**config.mk**
```make
export PLATFORM = sky130hd
export DESIGN_NAME = lineclk_reference_select
export DESIGN_NICKNAME = d
export VERILOG_FILES = /design/src/lineclk_pkg.sv /design/src/rate_synth.sv /design/src/lineclk_reference_select.sv
export SDC_FILE = /design/constraint.sdc
export NUM_CORES = 1
export LEC_CHECK = 0
export ABC_CLOCK_PERIOD_IN_PS = 5800
export BUFFER_PORTS_ARGS = -buffer_cell sky130_fd_sc_hd__buf_2
export CAP_MARGIN = 20
export CELL_PAD_IN_SITES_DETAIL_PLACEMENT = 0
export CELL_PAD_IN_SITES_GLOBAL_PLACEMENT = 2
export CORE_MARGIN = 1
export CORE_UTILIZATION = 43
export DETAILED_ROUTE_END_ITERATION = 8
export PLACE_DENSITY_LB_ADDON = 0.05
export SLEW_MARGIN = 25
export SYNTH_ARGS = -nofsm -noshare
export SYNTH_HDL_FRONTEND = slang
export SYNTH_SLANG_ARGS = --single-unit
```
**constraint.sdc**
```tcl
create_clock -name clock -period 5.8 [get_ports clock]
set_input_delay 0.29 -clock clock [delete_from_list [all_inputs] [get_ports clock]]
set_output_delay 0.29 -clock clock [all_outputs]
set_load 0.01 [all_outputs]
```
**src/lineclk_pkg.sv**
```systemverilog
/*
  constants for the line-clock reference selection block.
  assumes one 200 MHz system clock and six line channels.
*/
package lineclk_pkg;

  // ----------------------------------------
  // channel layout
  // ----------------------------------------
  localparam int unsigned NUM_CHANNELS = 6;

  // ----------------------------------------
  // line rate codes
  // ----------------------------------------
  typedef enum logic [1:0] {
    RATE_E3,
    RATE_DS3,
    RATE_STS1,
    RATE_NONE
  } line_rate_e;

  // ----------------------------------------
  // reference and synthesizer figures
  // ----------------------------------------
  localparam real E3_REF_MHZ     = 34.368;
  localparam real DS3_REF_MHZ    = 44.736;
  localparam real STS1_REF_MHZ   = 51.84;
  localparam real SINGLE_REF_MHZ = 12.288;

  // phase accumulator width of the per-channel synthesizer
  localparam int unsigned ACC_W = 32;

  // synthesizer step per system clock, rate / 200 MHz * 2^32
  localparam logic [31:0] STEP_E3   = 32'h2bfd_8adb;
  localparam logic [31:0] STEP_DS3  = 32'h3944_67d3;
  localparam logic [31:0] STEP_STS1 = 32'h425a_ee63;
  localparam logic [31:0] STEP_ZERO = 32'h0000_0000;

endpackage

```
**src/rate_synth.sv**
```systemverilog
/*
  one channel clock synthesizer: phase accumulator whose top bit is
  the channel's line-rate clock. assumes the step is steady per rate.
*/
`timescale 1ns/1ps
module rate_synth
  import lineclk_pkg::*;
(
  input  wire logic              clock,
  input  wire logic              srst,
  input  wire logic [ACC_W-1:0]  step,
  output logic                   clk_level
);

  logic [ACC_W-1:0] acc_q;
  logic [ACC_W-1:0] acc_d;

  // ----------------------------------------
  // accumulator
  // ----------------------------------------
  always_comb begin
    acc_d = acc_q + step;
  end

  always_ff @(posedge clock) begin
    if (srst) begin
      acc_q <= '0;
    end else begin
      acc_q <= acc_d;
    end
  end

  assign clk_level = acc_q[ACC_W-1];

endmodule

```
**src/lineclk_reference_select.sv**
```systemverilog
/*
  reference selection and per-channel clock outputs for six line channels.
  assumes pins arrive asynchronous to clock; rate and enable come from
  configuration logic on the same clock.
*/
// Operation
// - In single-reference mode a synthesizer stepping on the system clock makes each channel's rate; the shared input is not used.
// - In single-reference mode the dedicated E3 and DS3 inputs are not used.
// - The mode pin high selects synthesis, low selects external per-rate references.
// - Each channel drives its rate clock only while its output enable is set.
// - The channel clock output works in both reference modes.
`timescale 1ns/1ps
module lineclk_reference_select
  import lineclk_pkg::*;
(
  input  wire logic                         clock,
  input  wire logic                         srst,
  input  wire logic                         e3_rate_ref_in,
  input  wire logic                         ds3_rate_ref_in,
  input  wire logic                         sonet_or_single_ref_in,
  input  wire logic                         single_ref_mode_pin,
  input  wire line_rate_e [NUM_CHANNELS-1:0] chan_rate,
  input  wire logic [NUM_CHANNELS-1:0]      chan_clock_out_enable,
  output logic                              single_ref_mode,
  output logic [NUM_CHANNELS-1:0]           chan_clock_out,
  output logic                              e3_ref_needed,
  output logic                              ds3_ref_needed,
  output logic                              sts1_ref_needed
);

  // ----------------------------------------
  // pin synchronisers
  // ----------------------------------------
  logic [3:0] meta_q;
  logic [3:0] meta_d;
  logic [3:0] sync_q;
  logic [3:0] sync_d;
  logic [3:0] pins;

  assign pins = {single_ref_mode_pin, sonet_or_single_ref_in, ds3_rate_ref_in, e3_rate_ref_in};

  always_comb begin
    meta_d = pins;
    sync_d = meta_q;
  end

  always_ff @(posedge clock) begin
    if (srst) begin
      meta_q <= '0;
      sync_q <= '0;
    end else begin
      meta_q <= meta_d;
      sync_q <= sync_d;
    end
  end

  // ----------------------------------------
  // synchronised pins
  // ----------------------------------------
  logic mode_sync;
  logic e3_ref;
  logic ds3_ref;
  logic shared_ref;

  assign e3_ref     = sync_q[0];
  assign ds3_ref    = sync_q[1];
  assign shared_ref = sync_q[2];
  assign mode_sync  = sync_q[3];

  // ----------------------------------------
  // mode and reference demand
  // ----------------------------------------
  function automatic logic any_rate(input line_rate_e r [NUM_CHANNELS], input line_rate_e m);
    logic hit;
    hit = 1'b0;
    for (int i = 0; i < NUM_CHANNELS; i++) begin
      hit = hit | (r[i] == m);
    end
    return hit;
  endfunction

  line_rate_e rates [NUM_CHANNELS];

  always_comb begin
    for (int i = 0; i < NUM_CHANNELS; i++) begin
      rates[i] = chan_rate[i];
    end
  end

  // ----------------------------------------
  // reference mode
  // ----------------------------------------
  logic mode_q;
  logic mode_d;

  always_comb begin
    mode_d = mode_sync;
  end

  always_ff @(posedge clock) begin
    if (srst) begin
      mode_q <= 1'b0;
    end else begin
      mode_q <= mode_d;
    end
  end

  assign single_ref_mode = mode_q;

  // ----------------------------------------
  // reference demand status
  // ----------------------------------------
  logic e3_need_q;
  logic e3_need_d;
  logic ds3_need_q;
  logic ds3_need_d;
  logic sts1_need_q;
  logic sts1_need_d;

  always_comb begin
    e3_need_d   = !mode_q && any_rate(rates, RATE_E3);
    ds3_need_d  = !mode_q && any_rate(rates, RATE_DS3);
    sts1_need_d = !mode_q && any_rate(rates, RATE_STS1);
  end

  always_ff @(posedge clock) begin
    if (srst) begin
      e3_need_q   <= 1'b0;
      ds3_need_q  <= 1'b0;
      sts1_need_q <= 1'b0;
    end else begin
      e3_need_q   <= e3_need_d;
      ds3_need_q  <= ds3_need_d;
      sts1_need_q <= sts1_need_d;
    end
  end

  assign e3_ref_needed   = e3_need_q;
  assign ds3_ref_needed  = ds3_need_q;
  assign sts1_ref_needed = sts1_need_q;

  // ----------------------------------------
  // per-channel synthesizers
  // ----------------------------------------
  function automatic logic [ACC_W-1:0] rate_step(input line_rate_e r);
    case (r)
      RATE_E3:   return STEP_E3;
      RATE_DS3:  return STEP_DS3;
      RATE_STS1: return STEP_STS1;
      default:   return STEP_ZERO;
    endcase
  endfunction

  logic [ACC_W-1:0]        synth_step [NUM_CHANNELS];
  logic [NUM_CHANNELS-1:0] synth_clk;

  always_comb begin
    for (int i = 0; i < NUM_CHANNELS; i++) begin
      synth_step[i] = rate_step(chan_rate[i]);
    end
  end

  for (genvar c = 0; c < NUM_CHANNELS; c++) begin : g_synth
    rate_synth u_synth (
      .clock     (clock),
      .srst      (srst),
      .step      (synth_step[c]),
      .clk_level (synth_clk[c])
    );
  end

  // ----------------------------------------
  // clock source selection
  // ----------------------------------------
  function automatic logic ext_pick(input line_rate_e r, input logic [2:0] refs);
    case (r)
      RATE_E3:   return refs[0];
      RATE_DS3:  return refs[1];
      RATE_STS1: return refs[2];
      default:   return 1'b0;
    endcase
  endfunction

  logic [NUM_CHANNELS-1:0] src_sel;

  always_comb begin
    src_sel = '0;
    for (int i = 0; i < NUM_CHANNELS; i++) begin
      if (chan_rate[i] == RATE_NONE) begin
        src_sel[i] = 1'b0;
      end else if (mode_q) begin
        src_sel[i] = synth_clk[i];
      end else begin
        src_sel[i] = ext_pick(chan_rate[i], {shared_ref, ds3_ref, e3_ref});
      end
    end
  end

  // ----------------------------------------
  // clock output gating
  // ----------------------------------------
  logic [NUM_CHANNELS-1:0] out_q;
  logic [NUM_CHANNELS-1:0] out_d;

  always_comb begin
    for (int i = 0; i < NUM_CHANNELS; i++) begin
      out_d[i] = chan_clock_out_enable[i] ? src_sel[i] : 1'b0;
    end
  end

  always_ff @(posedge clock) begin
    if (srst) begin
      out_q <= '0;
    end else begin
      out_q <= out_d;
    end
  end

  assign chan_clock_out = out_q;

endmodule

```
==> metrics.md <==
| Metric | Value |
|---|---|
| CP max FO | 7 |
| Power Internal | 0.00444 W |
| Iter 0 DRT Violations | 735 |
| # nets final | 2078 |
| Synthesized Nets | 2081 |
| Outcome | finished clean |
| Max_cap viols | 0 |
| Vias per inst | 5.51 |
| Skew final | 0.0145 ns |
| Critical Path RT | 6.23 ns |
| Maximum clock rate | 265 MHz |
| Power Density | 441 nW/um^2 |
| Startpoint types | input pin |
| # IOs | 34 |
| Clock Sinks | 210 |
| Number of synthesized flops with an enable pin | 0 |
| Final setup vio count | 0 |
| Yosys top cell by area | dfxtp_1 |
| Hpwl dp | 27300 um |
| Sequential power share | 0.298 |
| Hold Path Class | input pin to register |
| Worst-Skew Late Latency | 0.54 ns |
| CTS H-tree depth | 1 |
| Row Count | 68 |
| Buffers & Inverters on Critical Path | 2 |
| Area share of the largest cell type after synthesis | 0.274 |
| Lkg Pwr | 7.60 nW |
| Max-slew violations | 0 |
| Via count of the first global-routing pass | 12400 |
| Worst Hold Depth | 2 |
| CP Cell Sequence | buf_2 > inv_1 > ha_1 > nor2_1 > nor2_1 > ha_1 > a21oi_1 > o21ai_1 > a2111oi_2 > nor4_1 > nor2_1 > a21oi_1 > a311oi_1 > mux2_1 |
| Number of synthesized register bits | 210 |
| Post-layout minimum cycle time | 3.78 ns |
| Largest net degree at the start of global routing | 103 |
| Fin. Hold Viols | 0 |
| Fin crit share | 0.651 |
| Area contributors post-synth | dfxtp_1, ha_1, nor2_1 |
| Synth Flop Type | dfxtp_1 |
| Total gr overflow | 0 |
| Reg clk slew, reported paths | 0.06 ns |
| Synth Cell Area | 15300 um^2 |
| Vias | 12900 |
| Post-synthesis sequential area ratio | 0.274 |
| Setup tns final | 0 ns |
| Clock power frac | 0.229 |
| Pre-antenna DRT Iters | 5 |
| Die area | 36400 um^2 |
| # diodes | 0 |
| Crit. End Element | register |
| Die Span Y | 191 um |
| Port bufs | 33 |
| Worst Path Arrival | 4.20 ns |
| CTS tree | done |
| Yosys warning count | 0 |
| RSZ-0062 raised after global routing | no |
| Starting density of the core | 0.440 |
| Detail Route Antenna Nets | 0 |
| Maximum clock path buffer count | 3 |
| Avg Inst Size Synth | 8.20 um^2 |
| Yosys cell types | 86 |
| Async SR Flop Fraction | 0 |
| Root Driver | clkbuf_16 |
| Die width | 191 um |
| Max incr delay on CP | 0.59 ns |
| Psw | 0.00293 W |
| GPL Wtd Cong | 0.842 |
| Core ar. | 34800 um^2 |
| Top cells by count, synth | nor2_1, dfxtp_1, ha_1 |
| # DRC | 0 |
| Initial antenna violation count | 0 |
| Fillers | 3454 |
| Crit Path Category | input pin to register |
| WL/cell | 16.1 um |
| Most common cell in the netlist | nor2_1 |
| CTS Buf Count | 27 |
| Worst path depth | 14 |
| Top delay family on crit path | compound AO/OA/AOI/OAI gates |
| # hold bufs at CTS | 4 |
| Relative slew margins | 0.356 |
| First-pass GRT wire length | 62500 um |
| Comb power frac | 0.473 |
| Area grow syn2layout | 9.25% |
| Layout cells sized above 1 | 0.0642 |
| CTS resizes | 0 |
| Slew @ Worst Pin | 0.964 ns |
| WHS | 0.0321 ns |
| CP most frequent cell | nor2_1 |
| Final WL | 37700 um |
| Post-Syn Instances | 1869 |
| Max VDD drop | 0.264 mV |
| Sw Ratio | 0.397 |
| Post CTS Setup Buffer Count | 0 |
| Reg2reg path depth | 11 |
| GRT Util Overall | 0.208 |
| Slowest cell on the critical path | a2111oi_2 |
-- area by class of cell --
type                    count  area, um^2  area share
multi-input cells        1508       10500       0.630
flip-flops and latches    210        4200       0.251
clock buffers              39         781      0.0467
well taps                 455         569      0.0340
inverters                  79         297      0.0177
repair buffers             40         236      0.0141
clock inverters            10         105     0.00628
-- sequential cells by signal (all words and copies together), names as in the netlist --
name	flops
chan_clock_out	6
ds3_ref_needed	1
sts1_ref_needed	1
sync_q	4
g_synth.u_synth.acc_q	192
meta_q	4
e3_ref_needed	1
single_ref_mode	1
-- routing by layer --
metal,vias to the layer above,track usage,wire length [um]
met5,-,0,0
met4,0,0.0526,819
met3,49,0.0250,1280
met2,179,0.351,17100
met1,5942,0.280,18500
li1,6734,-,-
-- path summary, 6_finish.rpt --
check / start / endpoint / slack, ns
max: chan_rate[2] / g_synth[1].u_synth.acc_q[31] / 2.02
min: chan_clock_out_enable[0] / chan_clock_out[0] / 0.03
max reg2reg: g_synth[2].u_synth.acc_q[0] / g_synth[2].u_synth.acc_q[20] / 2.61
min reg2reg: meta_q[2] / sync_q[2] / 0.43
-- power by group through the flow --
stage	sequential, W	combinational (W)	clock, W
after CTS	0.00220	0.00348	0.00175
after detailed placement	0.00222	0.00346	0
final	0.00220	0.00348	0.00169
after global placement	0.00223	0.00346	0
after global routing	0.00225	0.00394	0.00180
after floorplan	0.00210	0.00291	0
-- logic make-up (layout without fill, tap and decap cells) --
family	count (synthesis)	in the layout	share of synthesized area
XOR/XNOR	133	133	0.0760
flip-flops	210	210	0.274
AND/OR/NAND/NOR	627	627	0.201
AO/OA/AOI/OAI	521	521	0.227
multiplexers	30	30	0.0218
adder cells (fa/ha/maj)	197	197	0.163
buffers and inverters	151	168	0.0373
-- cell usage in the layout, fill, tap and decap left out, drive strengths merged, types with 42 or more instances in the layout --
cell,instances
a21o,84
a21oi,144
a31oi,42
dfxtp,210
ha,182
inv,79
nand2,109
nor2,240
nor2b,54
o21ai,83
xnor2,69
xor2,64
-- per-stage QoR --
stage	setup WS, ns	std cells	power, W	area, um^2	util
final	2.02	2341	0.00737	16700	0.481
after global routing	1.54	2341	0.00799	16700	0.481
after CTS	2.00	2341	0.00743	16700	0.481
after detailed placement	1.44	2288	0.00568	15800	0.454
after global placement	1.63	2288	0.00569	15800	0.454
after floorplan	2.36	1869	0.00500	15300	-
Note: power is estimated with default switching activity, not from simulation.
